## src/event_interrupt_aggregator_cfg.svh

```systemverilog
`ifndef EVENT_INTERRUPT_AGGREGATOR_CFG_SVH
`define EVENT_INTERRUPT_AGGREGATOR_CFG_SVH

// ************************************************************
// Register addresses
// ************************************************************
`define EIA_ADDR_CHIP_EN 12'h01F
`define EIA_ADDR_CHIP_EN_LAST 12'h022
`define EIA_ADDR_CHIP_STAT 12'h023
`define EIA_ADDR_CHIP_STAT_LAST 12'h026
`define EIA_ADDR_LANE_CLR 12'h46D
`define EIA_ADDR_LINK_CLR 12'h470
`define EIA_ADDR_GROUP_CLR_LAST 12'h473
`define EIA_ADDR_LINK_EN 12'h47A
`define EIA_ADDR_SINGLE 12'h47B

// ************************************************************
// Field positions and reset values
// ************************************************************
`define EIA_SINGLE_EN_BIT 3
`define EIA_SINGLE_STAT_BIT 4
`define EIA_CHIP_EN_RESET 32'h00000000
`define EIA_LINK_EN_RESET 7'h00
`define EIA_SINGLE_EN_RESET 1'b1
`define EIA_RDATA_RESET 8'h00

// ************************************************************
// Block sizes
// ************************************************************
`define EIA_CHIP_REGS 4
`define EIA_GROUP_REGS 7
`define EIA_LANE_REGS 3
`define EIA_BYTE_BITS 8

`endif

```

## src/event_interrupt_aggregator_pkg.sv

```systemverilog
package event_interrupt_aggregator_pkg;

    typedef logic [11:0] reg_addr_t;
    typedef logic [7:0] reg_byte_t;

endpackage

```

## src/event_interrupt_aggregator.sv

```systemverilog
`timescale 1ns/100ps
// Summary of operation
// - Interrupt pin is open-drain, active low, only ever pulled low.
// - Disabled event holds its pending latch at zero.
// - Enabled event sets its pending latch on every rising edge.
// - Any set pending latch pulls the shared interrupt pin low.
// - Pending latch clears on host clear write or chip-wide reset.
// - Status bit returns raw event or pending latch per readback select.
// - Chip enables at 0x01F-0x022; clear and status at 0x023-0x026; select equals enable.
// - Link and lane status returns latch when enabled, zero otherwise.
// - Link enables and status at 0x47A; clears at 0x46D-0x473.
// - At 0x47B bit 3 is enable resetting to one; bit 4 clear/status.
// - Up to 89 events monitored across the register blocks.
// - Blanking completion per dual: enable bit 5 of 0x021/0x022, status 0x025/0x026.
// - Pattern-check fails: enable bits 3-0 of 0x020, status bits 3-0 of 0x024.
`include "event_interrupt_aggregator_cfg.svh"

module event_interrupt_aggregator
    import event_interrupt_aggregator_pkg::*;
#(
    parameter int CHIP_EVENTS = `EIA_CHIP_REGS * `EIA_BYTE_BITS,
    parameter int LANE_EVENTS = `EIA_LANE_REGS * `EIA_BYTE_BITS,
    parameter int GROUP_EVENTS = `EIA_GROUP_REGS * `EIA_BYTE_BITS
) (
    // Clock and chip-wide reset
    input wire logic i_clock,
    input wire logic i_srst,
    // Register port
    input wire logic i_reg_wr,
    input wire logic i_reg_rd,
    input wire reg_addr_t i_reg_addr,
    input wire reg_byte_t i_reg_wdata,
    output reg_byte_t o_reg_rdata,
    output logic o_reg_rvalid,
    // Event sources from device logic
    input wire logic [CHIP_EVENTS-1:0] i_chip_event,
    input wire logic [GROUP_EVENTS-1:0] i_group_event,
    input wire logic i_single_event,
    // Open-drain interrupt pin
    input wire logic i_int_n_i,
    output logic o_int_n_o,
    output logic o_int_n_oe
);

    localparam int NEV = CHIP_EVENTS + GROUP_EVENTS + 1;
    localparam int SINGLE_IDX = NEV - 1;

    // ************************************************************
    // Register state
    // ************************************************************
    logic [CHIP_EVENTS-1:0] chip_en_q;
    logic [CHIP_EVENTS-1:0] chip_en_d;
    logic [`EIA_GROUP_REGS-1:0] link_en_q;
    logic [`EIA_GROUP_REGS-1:0] link_en_d;
    logic single_en_q;
    logic single_en_d;
    reg_byte_t rdata_q;
    reg_byte_t rdata_d;
    logic rvalid_q;
    logic rvalid_d;
    logic int_oe_q;
    logic int_oe_d;
    logic int_n_q;

    // Bank wiring
    logic [NEV-1:0] ev_all;
    logic [NEV-1:0] en_all;
    logic [NEV-1:0] clr_all;
    logic [NEV-1:0] sel_all;
    logic [NEV-1:0] pend_all;
    logic [NEV-1:0] stat_all;
    logic [`EIA_GROUP_REGS-1:0] group_stat;

    // Decoded write strobes
    logic wr_chip_en;
    logic wr_chip_clr;
    logic wr_group_clr;
    logic wr_link_en;
    logic wr_single;
    logic [1:0] chip_en_idx;
    logic [1:0] chip_stat_idx;
    logic [2:0] group_idx;

    // ************************************************************
    // Address decode
    // ************************************************************
    always_comb begin
        wr_chip_en = i_reg_wr && (i_reg_addr >= `EIA_ADDR_CHIP_EN)
                     && (i_reg_addr <= `EIA_ADDR_CHIP_EN_LAST);
        wr_chip_clr = i_reg_wr && (i_reg_addr >= `EIA_ADDR_CHIP_STAT)
                      && (i_reg_addr <= `EIA_ADDR_CHIP_STAT_LAST);
        wr_group_clr = i_reg_wr && (i_reg_addr >= `EIA_ADDR_LANE_CLR)
                       && (i_reg_addr <= `EIA_ADDR_GROUP_CLR_LAST);
        wr_link_en = i_reg_wr && (i_reg_addr == `EIA_ADDR_LINK_EN);
        wr_single = i_reg_wr && (i_reg_addr == `EIA_ADDR_SINGLE);
        chip_en_idx = 2'(i_reg_addr - `EIA_ADDR_CHIP_EN);
        chip_stat_idx = 2'(i_reg_addr - `EIA_ADDR_CHIP_STAT);
        group_idx = 3'(i_reg_addr - `EIA_ADDR_LANE_CLR);
    end

    // ************************************************************
    // Enable registers
    // ************************************************************
    always_comb begin
        chip_en_d = chip_en_q;
        link_en_d = link_en_q;
        single_en_d = single_en_q;
        if (wr_chip_en) begin
            // Byte 1 holds pattern-check fails, bytes 2 and 3 bit 5 blanking
            chip_en_d[chip_en_idx*`EIA_BYTE_BITS +: `EIA_BYTE_BITS] =
                i_reg_wdata;
        end
        if (wr_link_en) begin
            link_en_d = i_reg_wdata[`EIA_GROUP_REGS-1:0];
        end
        if (wr_single) begin
            single_en_d = i_reg_wdata[`EIA_SINGLE_EN_BIT];
        end
    end

    always_ff @(posedge i_clock) begin
        if (i_srst) begin
            chip_en_q <= `EIA_CHIP_EN_RESET;
            link_en_q <= `EIA_LINK_EN_RESET;
            single_en_q <= `EIA_SINGLE_EN_RESET;
        end else begin
            chip_en_q <= chip_en_d;
            link_en_q <= link_en_d;
            single_en_q <= single_en_d;
        end
    end

    // ************************************************************
    // Event bank controls
    // ************************************************************
    always_comb begin
        ev_all = {i_single_event, i_group_event, i_chip_event};
        clr_all = '0;
        en_all = '0;
        sel_all = '1;
        en_all[CHIP_EVENTS-1:0] = chip_en_q;
        // Readback select follows enable so disabled chip events read live
        sel_all[CHIP_EVENTS-1:0] = chip_en_q;
        for (int g = 0; g < `EIA_GROUP_REGS; g++) begin
            en_all[CHIP_EVENTS + g*`EIA_BYTE_BITS +: `EIA_BYTE_BITS] =
                {`EIA_BYTE_BITS{link_en_q[g]}};
        end
        en_all[SINGLE_IDX] = single_en_q;
        if (wr_chip_clr) begin
            clr_all[chip_stat_idx*`EIA_BYTE_BITS +: `EIA_BYTE_BITS] =
                i_reg_wdata;
        end
        if (wr_group_clr) begin
            clr_all[CHIP_EVENTS + group_idx*`EIA_BYTE_BITS +: `EIA_BYTE_BITS] =
                i_reg_wdata;
        end
        clr_all[SINGLE_IDX] = wr_single && i_reg_wdata[`EIA_SINGLE_STAT_BIT];
    end

    // One bank for every event keeps the latch behaviour identical
    event_latch_bank #(
        .N(NEV)
    ) u_bank (
        .i_clock(i_clock),
        .i_srst(i_srst),
        .i_event(ev_all),
        .i_enable(en_all),
        .i_clear(clr_all),
        .i_status_sel(sel_all),
        .o_pending(pend_all),
        .o_status(stat_all)
    );

    // Link status folds each clear register's latches into one bit
    genvar gg;
    generate
        for (gg = 0; gg < `EIA_GROUP_REGS; gg++) begin : g_group
            assign group_stat[gg] =
                |stat_all[CHIP_EVENTS + gg*`EIA_BYTE_BITS +: `EIA_BYTE_BITS];
        end
    endgenerate

    // ************************************************************
    // Read path
    // ************************************************************
    always_comb begin
        rdata_d = rdata_q;
        rvalid_d = i_reg_rd;
        if (i_reg_rd) begin
            rdata_d = `EIA_RDATA_RESET;
            if ((i_reg_addr >= `EIA_ADDR_CHIP_EN) && (i_reg_addr <= `EIA_ADDR_CHIP_EN_LAST)) begin
                rdata_d = chip_en_q[chip_en_idx*`EIA_BYTE_BITS +: `EIA_BYTE_BITS];
            end else if ((i_reg_addr >= `EIA_ADDR_CHIP_STAT)
                         && (i_reg_addr <= `EIA_ADDR_CHIP_STAT_LAST)) begin
                rdata_d = stat_all[chip_stat_idx*`EIA_BYTE_BITS +: `EIA_BYTE_BITS];
            end else if (i_reg_addr == `EIA_ADDR_LINK_EN) begin
                rdata_d[`EIA_GROUP_REGS-1:0] = group_stat;
            end else if (i_reg_addr == `EIA_ADDR_SINGLE) begin
                rdata_d[`EIA_SINGLE_EN_BIT] = single_en_q;
                rdata_d[`EIA_SINGLE_STAT_BIT] = stat_all[SINGLE_IDX];
            end
        end
    end

    always_ff @(posedge i_clock) begin
        if (i_srst) begin
            rdata_q <= `EIA_RDATA_RESET;
            rvalid_q <= 1'b0;
        end else begin
            rdata_q <= rdata_d;
            rvalid_q <= rvalid_d;
        end
    end

    // ************************************************************
    // Interrupt pin
    // ************************************************************
    // The pin level is never driven high; an external pull-up does that
    always_comb begin
        int_oe_d = |pend_all;
    end

    always_ff @(posedge i_clock) begin
        if (i_srst) begin
            int_oe_q <= 1'b0;
            int_n_q <= 1'b0;
        end else begin
            int_oe_q <= int_oe_d;
            int_n_q <= 1'b0;
        end
    end

    assign o_int_n_o = int_n_q;
    assign o_int_n_oe = int_oe_q;
    assign o_reg_rdata = rdata_q;
    assign o_reg_rvalid = rvalid_q;

    // ************************************************************
    // Checks
    // ************************************************************
    AST_PIN_NEVER_HIGH: assert property (
        @(posedge i_clock) o_int_n_oe |-> (o_int_n_o == 1'b0))
        else $error("interrupt pin driven high");

    AST_PENDING_PULLS_LOW: assert property (
        @(posedge i_clock) disable iff (i_srst)
        (|pend_all) |=> o_int_n_oe)
        else $error("pending latch without pin pulled low");

    AST_IDLE_RELEASES: assert property (
        @(posedge i_clock) disable iff (i_srst)
        !(|pend_all) |=> !o_int_n_oe)
        else $error("pin pulled low with nothing pending");

    AST_CHIP_EN_WRITE: assert property (
        @(posedge i_clock) disable iff (i_srst)
        (i_reg_wr && i_reg_addr == `EIA_ADDR_CHIP_EN)
        |=> chip_en_q[`EIA_BYTE_BITS-1:0] == $past(i_reg_wdata))
        else $error("chip enable write not stored");

    AST_SINGLE_EN_RESET: assert property (
        @(posedge i_clock) $fell(i_srst) |-> single_en_q)
        else $error("single event enable not one after reset");

    AST_SINGLE_READ: assert property (
        @(posedge i_clock) disable iff (i_srst)
        (i_reg_rd && i_reg_addr == `EIA_ADDR_SINGLE)
        |=> o_reg_rvalid && o_reg_rdata[`EIA_SINGLE_STAT_BIT] == $past(stat_all[SINGLE_IDX]))
        else $error("single event status read wrong");

    AST_LINK_DISABLED_READS_ZERO: assert property (
        @(posedge i_clock) disable iff (i_srst)
        (i_reg_rd && i_reg_addr == `EIA_ADDR_LINK_EN && !link_en_q[0])
        |=> !o_reg_rdata[0])
        else $error("disabled link group read nonzero");

    AST_CHIP_LIVE_READ: assert property (
        @(posedge i_clock) disable iff (i_srst)
        (i_reg_rd && i_reg_addr == `EIA_ADDR_CHIP_STAT && !chip_en_q[0])
        |=> o_reg_rdata[0] == $past(i_chip_event[0]))
        else $error("disabled chip event did not read live level");

    AST_RVALID_FOLLOWS: assert property (
        @(posedge i_clock) disable iff (i_srst)
        i_reg_rd |=> o_reg_rvalid)
        else $error("read answer valid missing");

    AST_LINK_EN_WRITE: assert property (
        @(posedge i_clock) disable iff (i_srst)
        wr_link_en |=> link_en_q == $past(i_reg_wdata[`EIA_GROUP_REGS-1:0]))
        else $error("link enable write not stored");

    AST_CLEAR_ONLY_READS_ZERO: assert property (
        @(posedge i_clock) disable iff (i_srst)
        (i_reg_rd && i_reg_addr == `EIA_ADDR_LANE_CLR) |=> o_reg_rdata == `EIA_RDATA_RESET)
        else $error("clear-only register read nonzero");

    // Event held low in the clear cycle, so no set can compete with the clear
    AST_SINGLE_CLEAR: assert property (
        @(posedge i_clock) disable iff (i_srst)
        (wr_single && i_reg_wdata[`EIA_SINGLE_STAT_BIT] && !i_single_event)
        |=> !pend_all[SINGLE_IDX])
        else $error("single event clear did not drop latch");

endmodule

```

## src/event_latch_bank.sv

```systemverilog
`timescale 1ns/100ps
// ************************************************************
// Pending latches for a bank of events
// ************************************************************
module event_latch_bank #(
    parameter int N = 8
) (
    // Clock and chip-wide reset
    input wire logic i_clock,
    input wire logic i_srst,
    // Event sources and controls, same clock domain
    input wire logic [N-1:0] i_event,
    input wire logic [N-1:0] i_enable,
    input wire logic [N-1:0] i_clear,
    input wire logic [N-1:0] i_status_sel,
    // Results
    output logic [N-1:0] o_pending,
    output logic [N-1:0] o_status
);

    logic [N-1:0] event_q;
    logic [N-1:0] event_d;
    logic [N-1:0] pending_q;
    logic [N-1:0] pending_d;

    genvar k;
    generate
        for (k = 0; k < N; k++) begin : g_bit
            always_comb begin
                event_d[k] = i_event[k];
                if (!i_enable[k]) begin
                    pending_d[k] = 1'b0;
                end else if (i_event[k] && !event_q[k]) begin
                    // Set beats clear so an edge in the clear cycle is kept
                    pending_d[k] = 1'b1;
                end else if (i_clear[k]) begin
                    pending_d[k] = 1'b0;
                end else begin
                    pending_d[k] = pending_q[k];
                end
            end

            always_ff @(posedge i_clock) begin
                if (i_srst) begin
                    event_q[k] <= 1'b0;
                    pending_q[k] <= 1'b0;
                end else begin
                    event_q[k] <= event_d[k];
                    pending_q[k] <= pending_d[k];
                end
            end

            // Disabled latch reads zero when selected; else the live level
            assign o_status[k] = i_status_sel[k] ? (pending_q[k] & i_enable[k])
                                                 : i_event[k];

            AST_DISABLED_ZERO: assert property (
                @(posedge i_clock) disable iff (i_srst)
                !i_enable[k] |=> !pending_q[k])
                else $error("pending latch set while disabled");

            AST_RISE_SETS: assert property (
                @(posedge i_clock) disable iff (i_srst)
                (i_enable[k] && i_event[k] && !event_q[k]) |=> pending_q[k])
                else $error("rising edge did not set pending latch");

            AST_CLEAR_DROPS: assert property (
                @(posedge i_clock) disable iff (i_srst)
                (i_clear[k] && !(i_event[k] && !event_q[k])) |=> !pending_q[k])
                else $error("clear did not drop pending latch");

            AST_HELD_LEVEL: assert property (
                @(posedge i_clock) disable iff (i_srst)
                (i_enable[k] && i_event[k] && event_q[k] && !i_clear[k]
                 && !pending_q[k]) |=> !pending_q[k])
                else $error("steady high level set latch twice");
        end
    endgenerate

    assign o_pending = pending_q;

endmodule

```

## config.mk

```make
export PLATFORM = sky130hd
export DESIGN_NAME = event_interrupt_aggregator
export DESIGN_NICKNAME = d
export VERILOG_FILES = /design/src/event_interrupt_aggregator_pkg.sv /design/src/event_interrupt_aggregator.sv /design/src/event_latch_bank.sv
export VERILOG_INCLUDE_DIRS = /design/src
export SDC_FILE = /design/constraint.sdc
export NUM_CORES = 1
export LEC_CHECK = 0
export ABC_AREA = 0
export BUFFER_PORTS_ARGS = -buffer_cell sky130_fd_sc_hd__buf_2
export CAP_MARGIN = 20
export CORE_ASPECT_RATIO = 0.9
export CORE_MARGIN = 8
export CORE_UTILIZATION = 50
export DETAILED_ROUTE_END_ITERATION = 10
export PLACE_DENSITY = 0.7
export RECOVER_POWER = 25
export SLEW_MARGIN = 20
export SYNTH_ARGS = -nofsm -noshare
export SYNTH_HDL_FRONTEND = slang
export SYNTH_SLANG_ARGS = --single-unit
```

## constraint.sdc

```tcl
create_clock -name i_clock -period 2.79 [get_ports i_clock]
set_input_delay 0.279 -clock i_clock [delete_from_list [all_inputs] [get_ports i_clock]]
set_output_delay 0.279 -clock i_clock [all_outputs]
set_load 0.1 [all_outputs]
```

# After elaboration in Yosys (flattened, before gate mapping)
# Index checks and enable logic that the tools add are counted.
[totals]
ff_bits = 228
output_inout_bits = 11
in_bits = 114
wordCells = 884
[op_classes]
add_sub_neg = 7
n_eq_ne = 2
n_lt_le_gt_ge = 6
n_bitwise = 130
n_mux = 221
reduce_logical = 326
n_shift = 8
[ops]
columns = ["cell", "n"]
rows = [
  ["$mux 1", 211],
  ["$reduce_bool 2->1", 89],
  ["$shift 8x34->89 const A", 2],
  ["$shiftx 8x34->89", 2],
  ["$logic_and 1x1->1", 100],
  ["$and 1x1->1", 89],
  ["$and 89x89->89", 1],
  ["$bwmux 89", 1],
  ["$logic_not 1->1", 89],
  ["$mux 89", 1],
  ["$reduce_or 89->1", 1],
  ["$shiftx 89x6->8", 1],
  ["$mux 88", 1],
  ["$reduce_or 2->1", 40],
  ["$neg 5->34", 2],
  ["$reduce_or 8->1", 7],
  ["$not 1->1", 40],
  ["$neg 7->34", 1],
  ["$shift 8x34->32 const A", 1],
  ["$shiftx 8x34->32", 1],
  ["$bwmux 32", 1],
  ["$shiftx 32x6->8", 1],
  ["$eq 12x11->1 const B", 2],
  ["$le 12x6->1 const B", 2],
  ["11 further kinds", 14],
]

# Longest topological paths before layout
# Gate-level depths: netlist (run 1).
[logic_depth]
ltp_word = 9
depth_mapped = 11
mapped_depth_nobuf = 7

# Hierarchy
# A second synthesis (run 1) with hierarchy kept.
[unflattened]
hier_cells = 1431
area_unflattened_um2 = 11210.8
[modules_own_cells]
columns = ["mod", "cells_per_inst", "instances", "seq_area_each_um2", "area_each_um2"]
rows = [
  ["event_latch_bank", 909, 1, 3563.4, 7364.6],
  ["event_interrupt_aggregator", 522, 1, 1001.0, 3846.2],
]

# Worst setup path after synthesis (run 1)
# Ideal clock, no wire load.
[synth_path]
path_kind = "input-to-reg"
start = "in i_reg_addr[0]"
end = "reg u_bank.pending_q[9], in the netlist u_bank.o_pending[9]"
path_slack_ps = 373
required_ps = 2663
t_arrival_ps = 2290
cell_stages = 10
path_cell_list = "buf_2 inv_1 ha_1 clkbuf_1 buf_2 nor2_1 clkbuf_1 nand2_1 o221ai_1 o31ai_1"
[synth_via]
elab_chain_cells = 8
elab_cells_between_ends = 22
cone_classes = "5 x add/sub; 4 x order compare; 4 x shift; 3 x mux; 1 x bitwise; 5 x reduce/logical"
[synth_rtl]
columns = ["item", "line_no", "text"]
rows = [
  ["from (decl)", "event_interrupt_aggregator.sv:31", "input wire reg_addr_t i_reg_addr,"],
  ["branches (longest 6 deep; another with $neg 7->34)", "n/a", ""],
  ["$mux 88 *", "event_interrupt_aggregator.sv:153", "if (wr_group_clr) begin"],
  ["$reduce_bool 2->1 (no line) *", "n/a", ""],
  ["to (signal, indexed assignment)", "event_latch_bank.sv:49", "pending_q[k] <= pending_d[k];"],
  ["to (decl)", "event_latch_bank.sv:23", "logic [N-1:0] pending_q;"],
]
# Every way passes the cells marked *.
# A chain may end at the register's enable or synchronous reset.

# Final worst setup path (run 1)
[layout_path]
start = "in i_srst"
end = "reg u_bank.event_q[36]"
[layout_lines]
columns = ["item", "line_no", "text"]
rows = [
  ["from (decl)", "event_interrupt_aggregator.sv:27", "input wire logic i_srst,"],
  ["to (signal, indexed assignment)", "event_latch_bank.sv:48", "event_q[k] <= event_d[k];"],
  ["to (decl)", "event_latch_bank.sv:21", "logic [N-1:0] event_q;"],
]
# No word-level cell between the ends.

==> results.py, run 1 <==
metrics = {
    "setup_path": {
        "crit_family": "buffers and inverters",
        "critPathKind": "input pin to register",
        "cp_cell_sequence": "clkbuf_1 > clkbuf_1 > nor2b_1",
        "rrSetupSlack_ns": 0.95,
        "cp-end-kind": "register",
        "cp_data_arrival_time_ns": 2.52,
        "crit_top_cell": "clkbuf_1",
        "r2r_cells": 5,
        "slowest_delay_ns": 1.23,
        "reg2reg_from": "chip_en_q[4]$_SDFFE_PP0P_",
        "cp_slowest_cell": "clkbuf_1",
        "start_kind": "input pin",
        "path_max_fanout": 35,
        "cp.required_ns": 3.16,
        "worst-path-buf-inv": 2,
        "r2r_end": "o_reg_rdata[4]$_SDFFE_PP0P_",
    },
    "min_path": {
        "hold_start": "i_chip_event[7]",
        "whs_path_depth": 2,
        "hold_end": "u_bank.event_q[7]$_SDFF_PP0_",
        "hold_class": "input pin to register",
    },
    "detailed_routing": {
        "drtIter0Drc": 895,
        "vias_per_cell": 5.66,
        "wl_per_cell_um": 19.5,
        "drc": 0,
        "dr.pass1.iters": 5,
        "antenna_left": 0,
        "num_vias": 8914,
        "routed_wl_um": 30600,
    },
    "global_route": {
        "grt_max_degree": 41,
        "antenna_found_initial": 0,
        "grt_usage_pct": 24.3,
        "grt_overflow": 0,
        "grt_pass1_wl_um": 47100,
        "grt_pass1_vias": 8659,
    },
    "synth": {
        "avgSynthCellArea_um2": 8.95,
        "ys_seq_area_share_pct": 45.7,
        "synth_ff_type": "dfxtp_1",
        "ys_ff_latch": 228,
        "synth_top_area_share_pct": 45.7,
        "synth_edf_count": 0,
        "synth_fp_nets": 1237,
        "synth_area_mm2": 0.00999,
        "syn_inst": 1116,
        "synth_area_leaders": "dfxtp_1 46%, nor2b_1 10%, nand2b_1 5.3%, a21oi_1 4.7%, o21ai_0 3.7%",
        "yosysTopAreaCell": "dfxtp_1",
        "yosysWarnings": 0,
        "synthArstFlopShare_pct": 0,
        "ys_types": 67,
    },
    "place": {
        "finalWeightedCongestion": 0.981,
        "hpwl_um": 21700,
        "portBuffers": 122,
    },
    "clock_network": {
        "cts_max_level": 1,
        "postCtsResizedCells": 0,
        "holdBufCountCts": 66,
        "insertion_delay_ns": 0.54,
        "tritoncts": "built",
        "cts_setup_buffers": 0,
        "cts_made_buffers": 25,
        "clkTransAtPathRegs_ns": 0.06,
        "cts-root-buf": "clkbuf_16",
        "clk_path_buf_depth": 3,
        "clkSinkCount": 228,
    },
    "timing": {
        "tightest_slew_ns": 1.75,
        "fin_skew_ns": 0.0124,
        "slew_headroom_pct": -16.4,
        "tns_ns": 0,
        "fmax_ghz": 0.466,
        "min_period_over_period_pct": 77.0,
        "maxSlewViolCount": 35,
        "rsz0062_at_grt": "false",
        "period_minus_slack_ns": 2.15,
        "setup_viol": 0,
        "finalHoldViolations": 0,
    },
    "floorplanning": {
        "die_area_mm2": 0.0248,
        "coreArea_mm2": 0.0198,
        "core.rowCount": 49,
        "die_w_um": 165,
        "start_util_pct": 50.4,
        "ioPinCount": 125,
        "fp.dieH_um": 150,
    },
    "outcome": {
        "outcome": "complete, but fails checks",
        "failed_checks": "capacitance limit, slew limit",
    },
    "power_and_ir_drop": {
        "peakVddDrop_uv": 440,
        "leakage_nw": 4.71,
        "total_power_mw": 7.31,
        "powerDensity_mw_per_mm2": 590,
    },
    "run": {
        "cap_violations": 1,
    },
    "finish": {
        "area_growth_pct": 24.2,
        "num-fill-cells": 1699,
        "insertedDiodeCount": 0,
        "drive_gt1_share_pct": 16.8,
        "layout_commonest_cell": "dfxtp_1",
        "nets": 1424,
        "layout_common_cells": "228 x dfxtp_1, 161 x nor2b_1, 121 x buf_2",
    },
}
-- where the power goes --
| group | leakage (nW) | switching (mW) | total [mW] | internal, mW |
|---|---|---|---|---|
| Clock | 0.406 | 1.37 | 3.29 | 1.92 |
| Sequential | 1.86 | 0.0177 | 3.35 | 3.33 |
| Combinational | 2.44 | 0.379 | 0.671 | 0.293 |
-- worst register-to-register path, stage by stage, from the launching register on --
cell and delay, ns:
dfxtp_1 0.45, mux2i_1 0.17, mux4_2 0.46, or3_1 0.33, o2111a_1 0.16, a2111oi_2 0.19
-- worst max path at each step --
stage / from / end / slack, ns / cells after the start
6_report: i_srst / u_bank.event_q[36]$_SDFF_PP0_ / 0.64 / 3
2_1_floorplan: i_reg_addr[0] / u_bank.o_pending[9]$_SDFFE_PP0P_ / 0.37 / 10
3_5_place_dp: i_reg_addr[1] / u_bank.o_pending[45]$_SDFFE_PP0P_ / 0.37 / 8
5_1_grt: i_srst / u_bank.event_q[47]$_SDFF_PP0_ / 0.44 / 3
4_1_cts: i_reg_addr[0] / u_bank.o_pending[79]$_SDFFE_PP0P_ / 0.90 / 9
3_3_place_gp: i_reg_addr[0] / u_bank.o_pending[37]$_SDFFE_PP0P_ / 0.41 / 9
-- metrics by stage --
stage | util (%) | std cells | instance area [um2] | setup WS (ns) | hold WS, ns
floorplan | - | 1116 | 9990 | 0.373 | 0.398
global placement | 55.2 | 1465 | 10900 | 0.405 | 0.406
detailed placement | 55.2 | 1465 | 10900 | 0.368 | 0.411
CTS | 62.7 | 1574 | 12400 | 0.904 | 0.0000979
global route | 62.6 | 1574 | 12400 | 0.437 | 0.0112
finish | 62.6 | 1574 | 12400 | 0.643 | 0.00302
-- layout make-up --
type	instances	area [um2]	area share, %
multi-input cells	814	5140	41.4
flip-flops and latches	228	4560	36.8
inverters	15	56.3	0.454
well taps	255	319	2.57
clock inverters	13	144	1.16
repair buffers	219	1510	12.2
clock buffers	30	674	5.44
-- metal layers --
| layer | up-vias | GRT usage [%] | wire length (um) |
|---|---|---|---|
| met2 | 379 | 37.5 | 13500 |
| met1 | 4162 | 32.2 | 13200 |
| met4 | 0 | 8.15 | 1070 |
| met5 | - | 0 | 0 |
| met3 | 70 | 6.79 | 2840 |
| li1 | 4303 | - | - |
-- state kept, by name (all words and copies together), names as in the netlist --
register and flops:
u_bank.event_q 89, u_bank.o_pending 89, chip_en_q 32, o_reg_rdata 8
link_en_q 7, o_int_n_oe 1, o_reg_rvalid 1, single_en_q 1
-- kinds of logic (layout without fill, tap and decap cells) --
group | Yosys count | after routing | share of synthesized area [%]
simple gates | 497 | 497 | 28.2
compound gates | 261 | 261 | 15.8
flops | 228 | 228 | 45.7
buf+inv | 74 | 277 | 2.87
mux | 45 | 45 | 6.06
fa+ha+maj | 7 | 7 | 0.877
xor+xnor | 3 | 3 | 0.413
other cells | 1 | 1 | 0.0375
-- Yosys cell counts, types with 6 or more instances --
| cell | number |
|---|---|
| o32ai_1 | 6 |
| o221ai_1 | 10 |
| a21oi_1 | 93 |
| buf_1 | 7 |
| dfxtp_1 | 228 |
| nor3_1 | 7 |
| ha_1 | 7 |
| nand3_1 | 45 |
| nand4_1 | 6 |
| nor2b_1 | 161 |
| nand3b_1 | 15 |
| clkbuf_1 | 47 |
| or3_1 | 11 |
| o21ai_0 | 74 |
| o22ai_1 | 7 |
| mux4_2 | 12 |
| o21ai_1 | 19 |
| mux2i_1 | 29 |
| a31o_1 | 8 |
| inv_1 | 15 |
| nor4_1 | 25 |
| nand2b_1 | 84 |
| nor2_1 | 27 |
| nand2_1 | 95 |
No activity file was read; power rests on OpenSTA's default activity.
==> run 2, diff against run 1 <==
Clock period 2.79 ns to 2 ns, I/O delays scaled along.
==> run 2 against run 1 <==
- critical endpoint is now o_reg_rdata[4]$_SDFFE_PP0P_
- register-to-register slack got worse by 0.82 ns
- largest cell class unchanged
- the run now ends clean
- via count up 5.8%
- first-iteration DRC count is 3.0% lower
- non-clock buffer count increased by 88
==> results.py, run 2 (same netlist as run 1, synthesis figures left out) <==
metrics = {
    "outcome": {
        "outcome": "finished clean",
    },
    "detailed_routing": {
        "antenna_left": 0,
        "wl_per_cell_um": 19.3,
        "dr.pass1.iters": 6,
        "dr.max_layer_used": "met5",
        "wl_met2_um": 14600,
        "routed_wl_um": 32000,
        "drc": 0,
        "num_vias": 9427,
        "route.met3.wl_um": 2970,
        "vias_per_cell": 5.67,
        "wl_met1_um": 13400,
        "drtIter0Drc": 868,
    },
    "power_and_ir_drop": {
        "p_sw_mw": 2.45,
        "power.share.clock_pct": 44.4,
        "swShare_pct": 23.7,
        "p_int_mw": 7.87,
        "peakVddDrop_uv": 711,
        "seq_power_share_pct": 45.2,
        "powerDensity_mw_per_mm2": 785,
        "combPwrFrac_pct": 10.4,
        "leakage_nw": 5.11,
    },
    "timing": {
        "min_period_over_period_pct": 93.3,
        "maxSlewViolCount": 0,
        "fmax_ghz": 0.536,
        "fin_skew_ns": 0.0203,
        "finalHoldWorstSlack_ns": 0.0424,
        "rsz0062_at_grt": "false",
        "setup_viol": 0,
        "finalHoldViolations": 0,
        "period_minus_slack_ns": 1.87,
        "tightest_slew_ns": 0.935,
        "slew_headroom_pct": 37.7,
    },
    "setup_path": {
        "path_max_fanout": 3,
        "start_kind": "register",
        "cp.required_ns": 2.41,
        "cp_data_arrival_time_ns": 2.28,
        "critPathKind": "register to register",
        "cp_slowest_cell": "mux4_2",
        "cp_cell_sequence": "mux2i_1 > mux4_2 > or3_1 > o2111a_1 > a2111oi_2",
        "crit_family": "multiplexers",
        "slowest_delay_ns": 0.48,
        "worst-path-buf-inv": 0,
        "cp-end-kind": "register",
    },
    "finish": {
        "layout_common_cells": "228 x dfxtp_1, 161 x nor2b_1, 114 x buf_2",
        "nets": 1511,
        "num-fill-cells": 1658,
        "area_growth_pct": 31.7,
        "fin_area_mm2": 0.0132,
        "drive_gt1_share_pct": 19.9,
        "final_cells": 1664,
        "regArea_mm2": 0.00456,
        "layout_commonest_cell": "dfxtp_1",
        "multi_input_area_mm2": 0.00518,
    },
    "clock_network": {
        "clkSinkCount": 228,
        "cts_made_buffers": 24,
        "clkTransAtPathRegs_ns": 0.06,
        "cts-root-buf": "clkbuf_16",
        "clk_path_buf_depth": 3,
        "cts_max_level": 1,
        "tritoncts": "built",
        "insertion_delay_ns": 0.53,
    },
    "place": {
        "dpl_cell_area_mm2": 0.0115,
        "placed_cells": 1531,
        "finalWeightedCongestion": 0.984,
        "portBuffers": 122,
        "hpwl_um": 22900,
    },
    "floorplanning": {
        "start_util_pct": 50.4,
        "die_area_mm2": 0.0248,
        "coreArea_mm2": 0.0198,
        "die_w_um": 165,
        "fp.dieH_um": 150,
        "core.rowCount": 49,
        "ioPinCount": 125,
    },
    "global_route": {
        "grt_pass1_wl_um": 49700,
        "grt_usage_pct": 25.4,
        "grt_max_degree": 41,
        "antenna_found_initial": 2,
        "grt_overflow": 0,
        "grt_pass1_vias": 9348,
    },
    "min_path": {
        "hold_class": "input pin to register",
    },
    "run": {
        "cap_violations": 0,
    },
}
-- run 2: cell types whose count changed in the layout (fill, tap and decap cells not counted), moves of 2 or more --
cell / change
buf_12: +2
buf_2: -7
buf_4: +58
clkbuf_1: +13
clkbuf_2: +2
clkinv_4: -2
dlygate4sd3_1: +22
nor4_2: -2
nor4_4: +2
-- run 2: power by group through the flow --
stage	Sequential (mW)	Clock, mW	Combinational, mW
final	4.67	4.59	1.07
after global routing	4.68	4.81	1.15
after CTS	4.67	4.64	1.06
after detailed placement	4.77	0	0.925
after global placement	4.76	0	0.914
after floorplan	4.80	0	0.465
-- run 2: layout make-up --
cell class                      instances  area share [%]
Tap cell                              255            2.42
Clock buffer                           31            4.99
Sequential cell                       228            34.7
Timing Repair Buffer                  307            16.9
Antenna cell                            1          0.0190
Multi-Input combinational cell        814            39.3
Clock inverter                         13            1.22
Inverter                               15           0.447
-- run 2: layer usage --
metal  GRT usage [%]  vias up
met5               0        -
met4            9.50        2
met1            32.6     4444
met2            40.7      426
met3            6.30       76
li1                -     4479
-- run 2: stage by stage --
| step | TNS [ns] | setup slack, ns | util (%) | total power, mW |
|---|---|---|---|---|
| after floorplan | 0 | 0.000776 | - | 5.26 |
| after global placement | -2.08 | -0.0985 | 58.1 | 5.68 |
| after detailed placement | -3.39 | -0.137 | 58.1 | 5.69 |
| after CTS | 0 | 0.164 | 66.7 | 10.4 |
| after global routing | 0 | 0.0315 | 66.4 | 10.6 |
| final | 0 | 0.133 | 66.4 | 10.3 |
-- run 2: path summary, 6_finish.rpt --
check | cells past startpoint | startpoint | slack [ns] | endpoint
max | 5 | chip_en_q[20]$_SDFFE_PP0P_ | 0.13 | o_reg_rdata[4]$_SDFFE_PP0P_
min | 2 | i_chip_event[31] | 0.04 | u_bank.event_q[31]$_SDFF_PP0_
max reg2reg | 5 | chip_en_q[20]$_SDFFE_PP0P_ | 0.13 | o_reg_rdata[4]$_SDFFE_PP0P_
min reg2reg | 1 | u_bank.event_q[15]$_SDFF_PP0_ | 0.42 | u_bank.o_pending[15]$_SDFFE_PP0P_
-- run 2: what timing repair did --
| item | 4_1_cts | 5_1_grt |
|---|---|---|
| hold buffers | 88 | 0 |
| endpoints found under the hold margin | 124 | 0 |
| gates resized for setup | 0 | 0 |
| setup buffers | 0 | 0 |
